## src/sci_pkg.sv

```systemverilog
package sci_pkg;

	// clock and timing in their own units
	localparam int CLK_PERIOD_NS  = 40;       // 25 MHz system clock
	localparam int T_POWERUP_NS   = 100000;   // settle time before init
	localparam int T_RP_NS        = 20;       // row_precharge_period
	localparam int T_RCD_NS       = 20;       // activate to column command
	localparam int T_RC_NS        = 70;       // refresh_cycle_period
	localparam int T_MRD_CYC      = 2;        // mode load to next command
	localparam int T_WR_CYC       = 2;        // write recovery
	localparam int REF_PERIOD_NS  = 64000000; // refresh interval
	localparam int REF_COUNT      = 8192;     // refreshes per interval
	localparam int CAS_LAT        = 2;        // programmed read latency
	localparam int SYNC_STAGES    = 2;        // dq input synchroniser depth
	localparam int INIT_REFS      = 2;        // refreshes during init

	// least times round up, longest time rounds down
	localparam int T_POWERUP_CYC = (T_POWERUP_NS + CLK_PERIOD_NS - 1)
		/ CLK_PERIOD_NS;
	localparam int T_RP_CYC  = (T_RP_NS + CLK_PERIOD_NS - 1) / CLK_PERIOD_NS;
	localparam int T_RCD_CYC = (T_RCD_NS + CLK_PERIOD_NS - 1) / CLK_PERIOD_NS;
	localparam int T_RC_CYC  = (T_RC_NS + CLK_PERIOD_NS - 1) / CLK_PERIOD_NS;
	localparam int REF_INT_CYC = REF_PERIOD_NS / REF_COUNT / CLK_PERIOD_NS;
	localparam int RD_LAT    = CAS_LAT + SYNC_STAGES + 1;
	localparam int GAP_CYC   = CAS_LAT + T_WR_CYC + T_RP_CYC;

	// bus widths
	localparam int ADDR_W = 13;
	localparam int DATA_W = 16;
	localparam int COL_W  = 10;
	localparam int CNT_W  = 12;
	localparam int AP_BIT = 10; // precharge_scope_bit position

	// burst length 1, sequential, read latency 2
	localparam logic [12:0] MODE_WORD = 13'h0020;

	// command codes as {cs_n, ras_n, cas_n, we_n}
	localparam logic [3:0] CMD_DESELECT_CMD  = 4'h8; // deselect_cmd
	localparam logic [3:0] CMD_NOP   = 4'h7;
	localparam logic [3:0] CMD_BST   = 4'h6; // burst_stop_cmd
	localparam logic [3:0] CMD_READ  = 4'h5;
	localparam logic [3:0] CMD_WRITE = 4'h4;
	localparam logic [3:0] CMD_ACT   = 4'h3; // activate_cmd
	localparam logic [3:0] CMD_PRE   = 4'h2; // also precharge_every_cmd
	localparam logic [3:0] CMD_REF   = 4'h1;
	localparam logic [3:0] CMD_MRS   = 4'h0; // mode_load_cmd

	// controller states, one-hot
	typedef enum logic [7:0] {
		ST_POWERUP = 8'h01,
		ST_PRECHARGE_EVERY_CMD    = 8'h02,
		ST_REF     = 8'h04,
		ST_MRS     = 8'h08,
		ST_IDLE    = 8'h10,
		ST_ACT     = 8'h20,
		ST_RW      = 8'h40,
		ST_WAIT    = 8'h80
	} sci_fsm_t;

	// whole state of the controller
	typedef struct packed {
		sci_fsm_t            state;     // current step
		sci_fsm_t            ret;       // step after a wait
		logic [CNT_W-1:0]    cnt;       // wait counter
		logic [7:0]          ref_cnt;   // refresh interval timer
		logic                ref_due;   // refresh owed
		logic [1:0]          init_refs; // init refreshes left
		logic                init_done; // init finished
		logic [3:0]          cmd;       // command pins
		logic [1:0]          ba;        // bank select pins
		logic [ADDR_W-1:0]   addr;      // address pins
		logic                umask;     // upper_byte_mask pin
		logic                lmask;     // lower_byte_mask pin
		logic [DATA_W-1:0]   dq_out;    // write data
		logic                dq_oe;     // dq drive enable
		logic                cke;       // clock enable pin
		logic                req_ready; // ready for a request
		logic                r_write;   // latched request kind
		logic [1:0]          r_bank;    // latched bank
		logic [ADDR_W-1:0]   r_row;     // latched row
		logic [COL_W-1:0]    r_col;     // latched column
		logic [DATA_W-1:0]   r_wdata;   // latched write data
		logic [1:0]          r_wmask;   // latched byte masks
		logic [RD_LAT-1:0]   rd_pipe;   // read return tracker
		logic                rd_valid;  // read data strobe
		logic [DATA_W-1:0]   rd_data;   // read data
	} sci_state_t;

	localparam sci_state_t SCI_RESET = '{
		state: ST_POWERUP, ret: ST_IDLE,
		cnt: CNT_W'(T_POWERUP_CYC), ref_cnt: 8'h00, ref_due: 1'b0,
		init_refs: 2'h0, init_done: 1'b0, cmd: CMD_DESELECT_CMD, ba: 2'h0,
		addr: 13'h0000, umask: 1'b1, lmask: 1'b1, dq_out: 16'h0000,
		dq_oe: 1'b0, cke: 1'b0, req_ready: 1'b0, r_write: 1'b0,
		r_bank: 2'h0, r_row: 13'h0000, r_col: 10'h000,
		r_wdata: 16'h0000, r_wmask: 2'h0, rd_pipe: 5'h00,
		rd_valid: 1'b0, rd_data: 16'h0000};

endpackage

```

## src/sci_sync.sv

```systemverilog
// two-flop synchroniser for a bus of pin inputs
module sci_sync #(
	parameter int W = 16
) (
	input  wire logic         clk,
	input  wire logic         rst_b,
	input  wire logic [W-1:0] d,
	output logic      [W-1:0] q
);

	// both stages in one state word
	typedef struct packed {
		logic [W-1:0] s1; // first stage, read only by s2
		logic [W-1:0] s2; // second stage
	} sci_sync_t;

	sci_sync_t st_q; // registered state
	sci_sync_t st_d; // next state

	// shift pin value through
	always_comb begin
		st_d.s1 = d;
		st_d.s2 = st_q.s1;
	end

	// register the stages
	always_ff @(posedge clk or negedge rst_b) begin
		if (!rst_b) begin
			st_q <= '0;
		end else begin
			st_q <= st_d;
		end
	end

	assign q = st_q.s2;

endmodule // sci_sync

```

## src/sci_host.sv

```systemverilog
// Contract
// - read picks bank, column from address
// - write picks bank, column, scope bit
// - write mask sampled with data, high discards
// - wait row precharge; activate before access
// - refresh: quiet refresh period, 8192 per 64ms
// - fill idle cycles with no-op
// - mode load only with all banks idle
// - read/write encoding, scope bit autoclose
// - activate/precharge encoding, scope selects all
// - refresh/mode load encoding, bank bits low (refresh leaves bank bits as last driven)
// - byte masks independent, per lane
// - clock enable high keeps edges valid
// - no stop/access/precharge during autoclose read
module sci_host
	import sci_pkg::*;
(
	input  wire logic              clk,
	input  wire logic              rst_b,
	input  wire logic              req_valid,
	input  wire logic              req_write,
	input  wire logic [1:0]        req_bank,
	input  wire logic [ADDR_W-1:0] req_row,
	input  wire logic [COL_W-1:0]  req_col,
	input  wire logic [DATA_W-1:0] req_wdata,
	input  wire logic [1:0]        req_wmask,
	output logic                   req_ready,
	output logic                   rd_valid,
	output logic      [DATA_W-1:0] rd_data,
	output logic                   init_done,
	output logic                   cke,
	output logic                   cs_n,
	output logic                   ras_n,
	output logic                   cas_n,
	output logic                   we_n,
	output logic                   bank_select_lo,
	output logic                   bank_select_hi,
	output logic      [ADDR_W-1:0] sdram_addr,
	output logic                   upper_byte_mask,
	output logic                   lower_byte_mask,
	output logic      [DATA_W-1:0] dq_out,
	output logic                   dq_oe,
	input  wire logic [DATA_W-1:0] dq_in
);

	sci_state_t        st_q;    // registered state
	sci_state_t        st_d;    // next state
	logic [DATA_W-1:0] dq_sync; // dq pins after two flops

	// read data pins cross in through two flops
	sci_sync #(
		.W(DATA_W)
	) u_dq_sync (
		.clk   (clk),
		.rst_b (rst_b),
		.d     (dq_in),
		.q     (dq_sync)
	);

	// next-state logic for the whole controller
	always_comb begin
		st_d           = st_q;
		st_d.cmd       = CMD_NOP; // idle cycles carry no-op
		st_d.umask     = 1'b1;
		st_d.lmask     = 1'b1;
		st_d.dq_oe     = 1'b0;
		st_d.cke       = 1'b1; // keep every edge valid
		st_d.req_ready = 1'b0;
		// read return tracking
		st_d.rd_pipe   = {st_q.rd_pipe[RD_LAT-2:0], 1'b0};
		st_d.rd_valid  = st_q.rd_pipe[RD_LAT-1];
		if (st_q.rd_pipe[RD_LAT-1]) begin
			st_d.rd_data = dq_sync; // data after set latency
		end
		unique case (st_q.state)
			// wait for power to settle
			ST_POWERUP: begin
				if (st_q.cnt == CNT_W'(1)) begin
					st_d.state = ST_PRECHARGE_EVERY_CMD;
				end else begin
					st_d.cnt = st_q.cnt - CNT_W'(1);
				end
			end
			// close every bank before init refreshes
			ST_PRECHARGE_EVERY_CMD: begin
				st_d.cmd          = CMD_PRE;
				st_d.addr[AP_BIT] = 1'b1; // all banks
				st_d.init_refs    = 2'(INIT_REFS);
				st_d.state        = ST_WAIT;
				st_d.cnt          = CNT_W'(T_RP_CYC);
				st_d.ret          = ST_REF;
			end
			// auto refresh, then stay quiet
			ST_REF: begin
				st_d.cmd     = CMD_REF;
				st_d.ref_due = 1'b0;
				st_d.state   = ST_WAIT;
				st_d.cnt     = CNT_W'(T_RC_CYC);
				if (st_q.init_done) begin
					st_d.ret = ST_IDLE;
				end else begin
					st_d.init_refs = st_q.init_refs - 2'h1;
					st_d.ret = (st_q.init_refs == 2'h1) ? ST_MRS : ST_REF;
				end
			end
			// mode load while all banks are idle
			ST_MRS: begin
				st_d.cmd       = CMD_MRS;
				st_d.ba        = 2'h0;
				st_d.addr      = MODE_WORD;
				st_d.init_done = 1'b1;
				st_d.state     = ST_WAIT;
				st_d.cnt       = CNT_W'(T_MRD_CYC);
				st_d.ret       = ST_IDLE;
			end
			// a request already offered ready is honoured, then refresh
			ST_IDLE: begin
				if (req_valid && st_q.req_ready) begin
					st_d.r_write = req_write;
					st_d.r_bank  = req_bank;
					st_d.r_row   = req_row;
					st_d.r_col   = req_col;
					st_d.r_wdata = req_wdata;
					st_d.r_wmask = req_wmask;
					st_d.state   = ST_ACT;
				end else if (st_q.ref_due) begin
					st_d.state = ST_REF;
				end else begin
					st_d.req_ready = 1'b1;
				end
			end
			// open the row before any access
			ST_ACT: begin
				st_d.cmd   = CMD_ACT;
				st_d.ba    = st_q.r_bank;
				st_d.addr  = st_q.r_row;
				st_d.state = ST_WAIT;
				st_d.cnt   = CNT_W'(T_RCD_CYC);
				st_d.ret   = ST_RW;
			end
			// access with auto precharge, closed page
			ST_RW: begin
				st_d.ba   = st_q.r_bank;
				st_d.addr = {2'h0, 1'b1, st_q.r_col};
				if (st_q.r_write) begin
					st_d.cmd    = CMD_WRITE;
					st_d.dq_out = st_q.r_wdata;
					st_d.dq_oe  = 1'b1;
					st_d.umask  = st_q.r_wmask[1];
					st_d.lmask  = st_q.r_wmask[0];
				end else begin
					st_d.cmd        = CMD_READ;
					st_d.umask      = 1'b0; // lanes on two clocks on
					st_d.lmask      = 1'b0;
					st_d.rd_pipe[0] = 1'b1;
				end
				// no stop or new access until closed
				st_d.state = ST_WAIT;
				st_d.cnt   = CNT_W'(GAP_CYC);
				st_d.ret   = ST_IDLE;
			end
			// count out a timing gap
			ST_WAIT: begin
				if (st_q.cnt == CNT_W'(1)) begin
					st_d.state = st_q.ret;
				end else begin
					st_d.cnt = st_q.cnt - CNT_W'(1);
				end
			end
			// illegal code restarts the power-up wait; init_done stays set, so no mode load follows
			default: begin
				st_d.state = ST_POWERUP;
				st_d.cnt   = CNT_W'(T_POWERUP_CYC);
			end
		endcase
		// refresh timer; setting wins over the clear above
		if (st_q.ref_cnt == 8'h00) begin
			st_d.ref_cnt = 8'(REF_INT_CYC - 1);
			st_d.ref_due = 1'b1;
		end else begin
			st_d.ref_cnt = st_q.ref_cnt - 8'h01;
		end
	end

	// register the whole state
	always_ff @(posedge clk or negedge rst_b) begin
		if (!rst_b) begin
			st_q <= SCI_RESET;
		end else begin
			st_q <= st_d;
		end
	end

	// outputs straight from flops
	assign req_ready       = st_q.req_ready;
	assign rd_valid        = st_q.rd_valid;
	assign rd_data         = st_q.rd_data;
	assign init_done       = st_q.init_done;
	assign cke             = st_q.cke;
	assign cs_n            = st_q.cmd[3];
	assign ras_n           = st_q.cmd[2];
	assign cas_n           = st_q.cmd[1];
	assign we_n            = st_q.cmd[0];
	assign bank_select_lo  = st_q.ba[0];
	assign bank_select_hi  = st_q.ba[1];
	assign sdram_addr      = st_q.addr;
	assign upper_byte_mask = st_q.umask;
	assign lower_byte_mask = st_q.lmask;
	assign dq_out          = st_q.dq_out;
	assign dq_oe           = st_q.dq_oe;

	// assertion helpers
	localparam int A_RCD = T_RCD_CYC + 1;
	logic is_rw;  // read or write on the pins
	logic is_nop; // no-op on the pins
	assign is_rw  = (st_q.cmd == CMD_READ) || (st_q.cmd == CMD_WRITE);
	assign is_nop = (st_q.cmd == CMD_NOP);

	property p_act_before_rw;
		@(posedge clk) disable iff (!rst_b)
		is_rw |-> $past(st_q.cmd == CMD_ACT, A_RCD)
			&& $past(st_q.ba, A_RCD) == st_q.ba;
	endproperty
	a_act_before_rw: assert property (p_act_before_rw)
		else $error("access without activate of that bank");

	property p_autoclose;
		@(posedge clk) disable iff (!rst_b)
		is_rw |-> st_q.addr[AP_BIT] && st_q.addr[12:11] == 2'h0;
	endproperty
	a_autoclose: assert property (p_autoclose)
		else $error("access without auto precharge");

	property p_ref_quiet;
		@(posedge clk) disable iff (!rst_b)
		(st_q.cmd == CMD_REF) |=> is_nop [*2];
	endproperty
	a_ref_quiet: assert property (p_ref_quiet)
		else $error("command inside refresh period");

	property p_pre_quiet;
		@(posedge clk) disable iff (!rst_b)
		(st_q.cmd == CMD_PRE) |=> is_nop ##1 !is_rw;
	endproperty
	a_pre_quiet: assert property (p_pre_quiet)
		else $error("command inside precharge period");

	property p_mrs_form;
		@(posedge clk) disable iff (!rst_b)
		(st_q.cmd == CMD_MRS) |-> st_q.ba == 2'h0
			&& st_q.addr == MODE_WORD && $past(st_q.cmd == CMD_NOP);
	endproperty
	a_mrs_form: assert property (p_mrs_form)
		else $error("bad mode load");

	property p_write_drive;
		@(posedge clk) disable iff (!rst_b)
		st_q.dq_oe == (st_q.cmd == CMD_WRITE);
	endproperty
	a_write_drive: assert property (p_write_drive)
		else $error("dq drive not matched to write");

	property p_read_mask;
		@(posedge clk) disable iff (!rst_b)
		(st_q.cmd == CMD_READ) |-> !st_q.umask && !st_q.lmask
			##1 st_q.umask && st_q.lmask;
	endproperty
	a_read_mask: assert property (p_read_mask)
		else $error("read masks wrong");

	property p_read_return;
		@(posedge clk) disable iff (!rst_b)
		(st_q.cmd == CMD_READ) |-> !st_q.rd_valid [*5] ##1 st_q.rd_valid;
	endproperty
	a_read_return: assert property (p_read_return)
		else $error("read data not returned on time");

	property p_no_stop;
		@(posedge clk) disable iff (!rst_b)
		st_q.cmd != CMD_BST;
	endproperty
	a_no_stop: assert property (p_no_stop)
		else $error("burst stop issued");

	property p_ref_served;
		@(posedge clk) disable iff (!rst_b)
		$rose(st_q.ref_due) && st_q.init_done
			|-> ##[1:16] (st_q.cmd == CMD_REF);
	endproperty
	a_ref_served: assert property (p_ref_served)
		else $error("refresh not served in time");

	property p_cke_high;
		@(posedge clk) disable iff (!rst_b)
		$past(rst_b) |-> st_q.cke;
	endproperty
	a_cke_high: assert property (p_cke_high)
		else $error("clock enable dropped");

endmodule // sci_host

```

## config.mk

```make
export PLATFORM = sky130hd
export DESIGN_NAME = sci_host
export DESIGN_NICKNAME = d
export VERILOG_FILES = /design/src/sci_pkg.sv /design/src/sci_sync.sv /design/src/sci_host.sv
export SDC_FILE = /design/constraint.sdc
export NUM_CORES = 1
export LEC_CHECK = 0
export BUFFER_PORTS_ARGS = -buffer_cell sky130_fd_sc_hd__buf_2
export CORE_ASPECT_RATIO = 0.7
export CORE_UTILIZATION = 45
export CTS_CLUSTER_SIZE = 16
export DETAILED_ROUTE_END_ITERATION = 10
export PLACE_DENSITY = 0.67
export SLEW_MARGIN = 20
export SYNTH_ARGS = -nofsm -noshare
export SYNTH_HDL_FRONTEND = slang
export SYNTH_SLANG_ARGS = --single-unit
```

## constraint.sdc

```tcl
create_clock -name clk -period 5.3 [get_ports clk]
set_input_delay 1.06 -clock clk [delete_from_list [all_inputs] [get_ports clk]]
set_output_delay 1.06 -clock clk [all_outputs]
set_load 0.01 [all_outputs]
```

==> results of run 1 <==
-- flip-flops by register name, summed over array words and instances (netlist names) --
register,count
bank_select_lo,1
cke,1
dq_oe,1
we_n,1
upper_byte_mask,1
sdram_addr,13
bank_select_hi,1
u_dq_sync.q,16
cas_n,1
rd_valid,1
dq_out,16
rd_data,16
lower_byte_mask,1
cs_n,1
init_done,1
st_q,79
req_ready,1
st_d,5
u_dq_sync.st_d,16
ras_n,1
-- path summary, 6_finish.rpt --
path	start	endpoint	slack, ns	cells after the start
max in group asynchronous	rst_b	st_q[126]$_DFFE_PN1P_	3.47	2
min	u_dq_sync.st_d[14]$_DFF_PN0_	u_dq_sync.q[14]$_DFF_PN0_	0.35	0
min reg2reg	u_dq_sync.st_d[14]$_DFF_PN0_	u_dq_sync.q[14]$_DFF_PN0_	0.35	0
max	st_q[142]$_DFFE_PN0P_	dq_out[11]$_DFFE_PN0P_	2.67	4
max reg2reg	st_q[142]$_DFFE_PN0P_	dq_out[11]$_DFFE_PN0P_	2.67	4
min in group asynchronous	rst_b	u_dq_sync.q[1]$_DFF_PN0_	0.74	1
-- metrics by stage --
step           utilization, %  power (mW)
2_1_floorplan               -        1.37
3_3_place_gp             49.6        1.42
3_5_place_dp             49.6        1.42
4_1_cts                  53.6        2.67
5_1_grt                  53.6        2.74
6_report                 53.6        2.64
-- power groups by stage --
stage	logic, mW	clock network [mW]	registers, mW
finish	0.0523	1.24	1.34
global route	0.0602	1.33	1.34
CTS	0.0548	1.27	1.34
detailed placement	0.0545	0	1.37
global placement	0.0536	0	1.37
floorplan	0.000601	0	1.37
-- Yosys cell counts (3+ instances only) --
cell	instances	area share, %
xnor2_1	3	0.38
inv_1	10	0.54
nor4_1	6	0.54
a31oi_1	3	0.27
mux2_2	33	5.3
a21oi_1	7	0.50
clkbuf_1	9	0.48
and3_1	4	0.36
o21ai_0	14	1.0
ha_1	5	0.90
nand2_1	169	9.1
a22oi_1	11	1.2
and4b_1	5	0.72
a22o_1	5	0.63
or3_1	3	0.27
buf_2	12	0.86
nand3_1	7	0.50
dfrtp_1	164	59
buf_4	46	5.0
nand4b_1	5	0.63
nor3_1	12	0.86
nor2_1	24	1.3
dfstp_2	10	3.8
nand2b_1	5	0.45
-- routing by layer --
| metal | wire (µm) | global-route usage, % | vias to the layer above |
|---|---|---|---|
| met1 | 6560 | 27.1 | 2262 |
| met5 | 0 | 0 | - |
| met4 | 105 | 5.71 | 0 |
| li1 | - | - | 2149 |
| met2 | 6480 | 28.1 | 171 |
| met3 | 966 | 4.85 | 11 |
-- area by class of cell --
class                           instances  share of cell area [%]
Multi-Input combinational cell        361                    26.4
Sequential cell                       174                    54.7
Clock inverter                         15                    2.15
Timing Repair Buffer                  123                    7.88
Tap cell                              195                    3.06
Inverter                               10                   0.470
Clock buffer                           17                    5.33
-- critical path: stages (launching register included) --
cell and delay (ns):
dfrtp_1 0.46, nor4_4 0.44, and4b_1 0.91, nand2_4 0.32, mux2_2 0.37
-- cell families after synthesis --
logic type	synth area share, %
AO/OA/AOI/OAI	5.98
adder cells (fa/ha/maj)	0.898
buffers and inverters	7.17
XOR/XNOR	0.629
flip-flops	62.7
other	0.108
multiplexers	5.33
AND/OR/NAND/NOR	17.2
==> key figures, run 1 <==
Place
  – Cell Area, Placed: about 7400 µm²
  – Placement Setup Slack: approximately 2.7 ns
  – GPL Wtd Cong: 0.925
  – I/O Buffers: 120
  – Hpwl dp: 9590 µm
  – Post-Place Cells: 863

Job
  – Max Cap Viol: 0

Worst setup path
  – Setup crit end kind: flop
  – CP max FO: 20
  – Critical path data required time: ~5.6 ns
  – Critical path class: flop to flop
  – Arrival time worst endpoint: 2.94 ns
  – Startpoint Class: flop

Detailed routing
  – Drt first pass iters: 5
  – Drt wl/cell: 15.8 µm
  – Routed Antenna Nets: 0
  – Vias/cell: between 5 and 6
  – DR vias: 4593
  – 1st-iter DRT viols: around 350
  – Routed WL: ~14000 µm
  – Post-route DRC: 0

Pwr
  – Clk pwr share: between 40% and 50%
  – Logic pwr share: 2.0%
  – P_sw: about 0.6 mW
  – LEAKAGE: 4.22 nW
  – Max rail drop VDD: 0.192 mV
  – Switching Share: 22.9%
  – P_int: 2.04 mW
  – Pwr dens: 331 nW/µm²
  – Reg power frac: 50.9%

Timing
  – WHS: 0.346 ns
  – Final Hold Viols: 0
  – Slew Limit Fails: 0
  – Setup ws final: 2.67 ns
  – Clock skew: 0.0106 ns
  – Final setup vio count: 0
  – RSZ-0062 raised after global routing: false
  – Setup_tns: 0 ns
  – Max Clk Rate: between 300 and 400 MHz
  – Measured slew at the worst slew-check pin: 1.02 ns
  – Final min period: about 2.6 ns
  – Fin crit share: about half
  – Slew headroom: between 30% and 40%

Die
  – Boundary Pins: 121
  – Starting Density: 46.7%
  – Core ar.: 14900 µm²
  – FP Rows: 37
  – Die area: between 15000 and 20000 µm²
  – Die X-Extent: approximately 150 µm
  – Die Ht: about 110 µm

Global route
  – GRT Util Overall: 18.9%
  – Grt ovf: 0
  – Largest net degree at the start of global routing: 108
  – First-pass GRT wire length: between 20000 and 25000 µm
  – Initial antenna violation count: 0
  – Vias in the first global route: 4559

Yosys
  – Mean Syn Cell Area: 11.3 µm²
  – Number of flops mapped to enable cells by yosys: 0
  – Post-synthesis instance area: between 6000 and 7000 µm²
  – Synth unique cells: 56
  – Synth Instances: 614
  – Yosys reg bits: 174
  – Register area share after synthesis: between 60% and 70%
  – Ys async rst share: between 90% and 100%
  – Top FF cell, synth: dfrtp_1
  – Mapped Nets: 682
  – Synth warn: 0

Outcome
  – Status: complete, no violations

Final layout
  – ANT cells: 0
  – Share of layout cells above drive strength 1: 30.4%
  – Commonest non-fill, non-tap cell in the layout: nand2_1
  – Most frequent cells in the layout: nand2_1, dfrtp_1, buf_2
  – Area of the multi-input gates: 2110 µm²
  – Post-Layout Cell Count: roughly 900
  – Layout area overhead: 14.6%
  – Filler cells: 1275
  – Nets: 755
  – Register area: between 4000 and 5000 µm²
  – Final Cell Area: 7990 µm²

Clock network
  – Max Root-Sink Buffers: 2
  – Clock root cell: clkbuf_16
  – Setup repair bufs after CTS: 0
  – TritonCTS clock tree: done
  – Clock latency on the worst-skew pair: 0.42 ns
  – Worst-path clk slew: 0.07 ns
  – H-tree depth: 4
  – Count of clock tree sinks: 174
  – Hold Buf Count CTS: 0
  – Inserted Clock Buffers: 17
  – Resized Gates After CTS: 0

Min path
  – Min-Delay Path Class: flop to flop
Note: power is estimated with default switching activity, not from simulation.
==> inputs of run 2 (changes only) <==
==> constraint.sdc (replaced) <==
create_clock -name clk -period 2.5 [get_ports clk]
set_input_delay 0.5 -clock clk [delete_from_list [all_inputs] [get_ports clk]]
set_output_delay 0.5 -clock clk [all_outputs]
set_load 0.01 [all_outputs]
==> key figures, run 2 (synthesis results as in run 1) <==
Place
  – GPL Wtd Cong: 0.877
  – Post-Place Cells: 872
  – I/O Buffers: 120
  – Cell Area, Placed: 7490 µm²
  – Hpwl dp: 9750 µm

Timing
  – Final Hold Viols: 0
  – RSZ-0062 raised after global routing: false
  – Setup_tns: 0 ns
  – WHS: 0.000346 ns
  – Final min period: between 2 and 2.5 ns
  – Slew headroom: 43.9%
  – Measured slew at the worst slew-check pin: 0.842 ns
  – Fin crit share: about 90%
  – Max Clk Rate: 446 MHz
  – Clock skew: 0.00980 ns
  – Slew Limit Fails: 0
  – Final setup vio count: 0

Final layout
  – Layout area overhead: 15.9%
  – Biggest register: st_q
  – Nets: 764
  – Post-Layout Cell Count: 904
  – ANT cells: 0
  – Filler cells: around 1300
  – Commonest non-fill, non-tap cell in the layout: nand2_1
  – Most frequent cells in the layout: nand2_1, dfrtp_1, buf_2
  – Share of layout cells above drive strength 1: 31.3%
  – Final Cell Area: 8070 µm²
  – Max reg flops: 79

Worst setup path
  – Setup crit end kind: flop
  – Critical path class: flop to flop
  – Critical path data required time: roughly 2.8 ns
  – CP max FO: 17
  – Startpoint Class: flop
  – Arrival time worst endpoint: 2.55 ns

Pwr
  – LEAKAGE: 4.25 nW
  – Max rail drop VDD: 0.501 mV
  – Pwr dens: 685 nW/µm²

Die
  – Core ar.: ~15000 µm²
  – Die Ht: 106 µm
  – Starting Density: 46.7%
  – Die area: 16000 µm²
  – FP Rows: 37
  – Boundary Pins: 121
  – Die X-Extent: 151 µm

Global route
  – Vias in the first global route: around 4700
  – Initial antenna violation count: 0
  – First-pass GRT wire length: 23900 µm
  – Largest net degree at the start of global routing: slightly above 60
  – GRT Util Overall: 19.4%
  – Grt ovf: 0

Clock network
  – Clock latency on the worst-skew pair: 0.42 ns
  – H-tree depth: 4
  – Hold Buf Count CTS: 0
  – Resized Gates After CTS: 0
  – Max Root-Sink Buffers: 2
  – Count of clock tree sinks: between 150 and 200
  – Setup repair bufs after CTS: 0
  – TritonCTS clock tree: done
  – Clock root cell: clkbuf_16
  – Inserted Clock Buffers: 17
  – Worst-path clk slew: 0.07 ns

Detailed routing
  – Post-route DRC: 0
  – Drt wl/cell: 15.8 µm
  – DR vias: 4630
  – Routed Antenna Nets: 0
  – Routed WL: 14300 µm
  – Drt first pass iters: 5
  – Vias/cell: slightly above 5
  – 1st-iter DRT viols: between 300 and 400

Outcome
  – Status: complete, no violations

Job
  – Max Cap Viol: 0

Min path
  – Min-Delay Path Class: primary input to async pin
-- run 2: changes by cell type in the layout (fill, tap and decap cells not counted) --
cell,delta
clkinvlp_4,+2
clkbuf_8,+1
bufinv_16,-1
buf_4,+6
buf_12,+3
inv_8,-1
clkinv_2,-1
-- run 2: stage by stage --
stage / total power [mW] / worst slack, ns / utilization [%]
detailed placement: 3.02 / 0.274 / 50.3
global placement: 3.02 / 0.400 / 50.3
finish: 5.53 / 0.256 / 54.2
CTS: 5.60 / 0.256 / 54.2
floorplan: 2.90 / 0.559 / -
global route: 5.74 / 0.121 / 54.2
-- run 2: cell type report --
cell class / instances / area, µm² / area share (%)
clock buffers: 18 / 439 / 5.44
repair buffers: 132 / 734 / 9.10
inverters: 10 / 37.5 / 0.465
multi-input cells: 361 / 2110 / 26.1
flip-flops and latches: 174 / 4370 / 54.1
well taps: 195 / 244 / 3.02
clock inverters: 14 / 140 / 1.74
-- run 2: power breakdown --
part | total (mW) | switching, mW | leakage, nW | internal [mW]
clock | 2.56 | 1.21 | 0.280 | 1.35
sequential | 2.85 | 0.00613 | 2.28 | 2.84
combinational | 0.115 | 0.0707 | 1.69 | 0.0440
total | 5.53 | 1.29 | 4.25 | 4.24
-- run 2: layer usage --
layer	part of all wire [%]	vias up	GRT usage, %
met4	1.6	0	6.36
met2	46	157	29.8
li1	-	2170	-
met5	0	-	0
met3	6.2	24	5.19
met1	46	2279	26.8
-- run 2: worst paths after layout --
| kind | startpoint | end | slack, ns | cells after the start |
|---|---|---|---|---|
| max reg2reg | st_q[142]$_DFFE_PN0P_ | dq_out[3]$_DFFE_PN0P_ | 0.26 | 5 |
| min reg2reg | u_dq_sync.st_d[6]$_DFF_PN0_ | u_dq_sync.q[6]$_DFF_PN0_ | 0.35 | 0 |
| max in group asynchronous | rst_b | dq_out[3]$_DFFE_PN0P_ | 1.79 | 2 |
| min | rst_b | u_dq_sync.q[3]$_DFF_PN0_ | 0.0003 | 1 |
| max | st_q[142]$_DFFE_PN0P_ | dq_out[3]$_DFFE_PN0P_ | 0.26 | 5 |
| min in group clk | dq_in[5] | u_dq_sync.st_d[5]$_DFF_PN0_ | 0.17 | 1 |
-- run 2: worst max-delay path, stage by stage (launching register included) --
cell and delay, ns:
dfrtp_1 0.46, nor4_4 0.45, and4b_1 0.51, buf_4 0.20, nand2_4 0.16, mux2_2 0.33
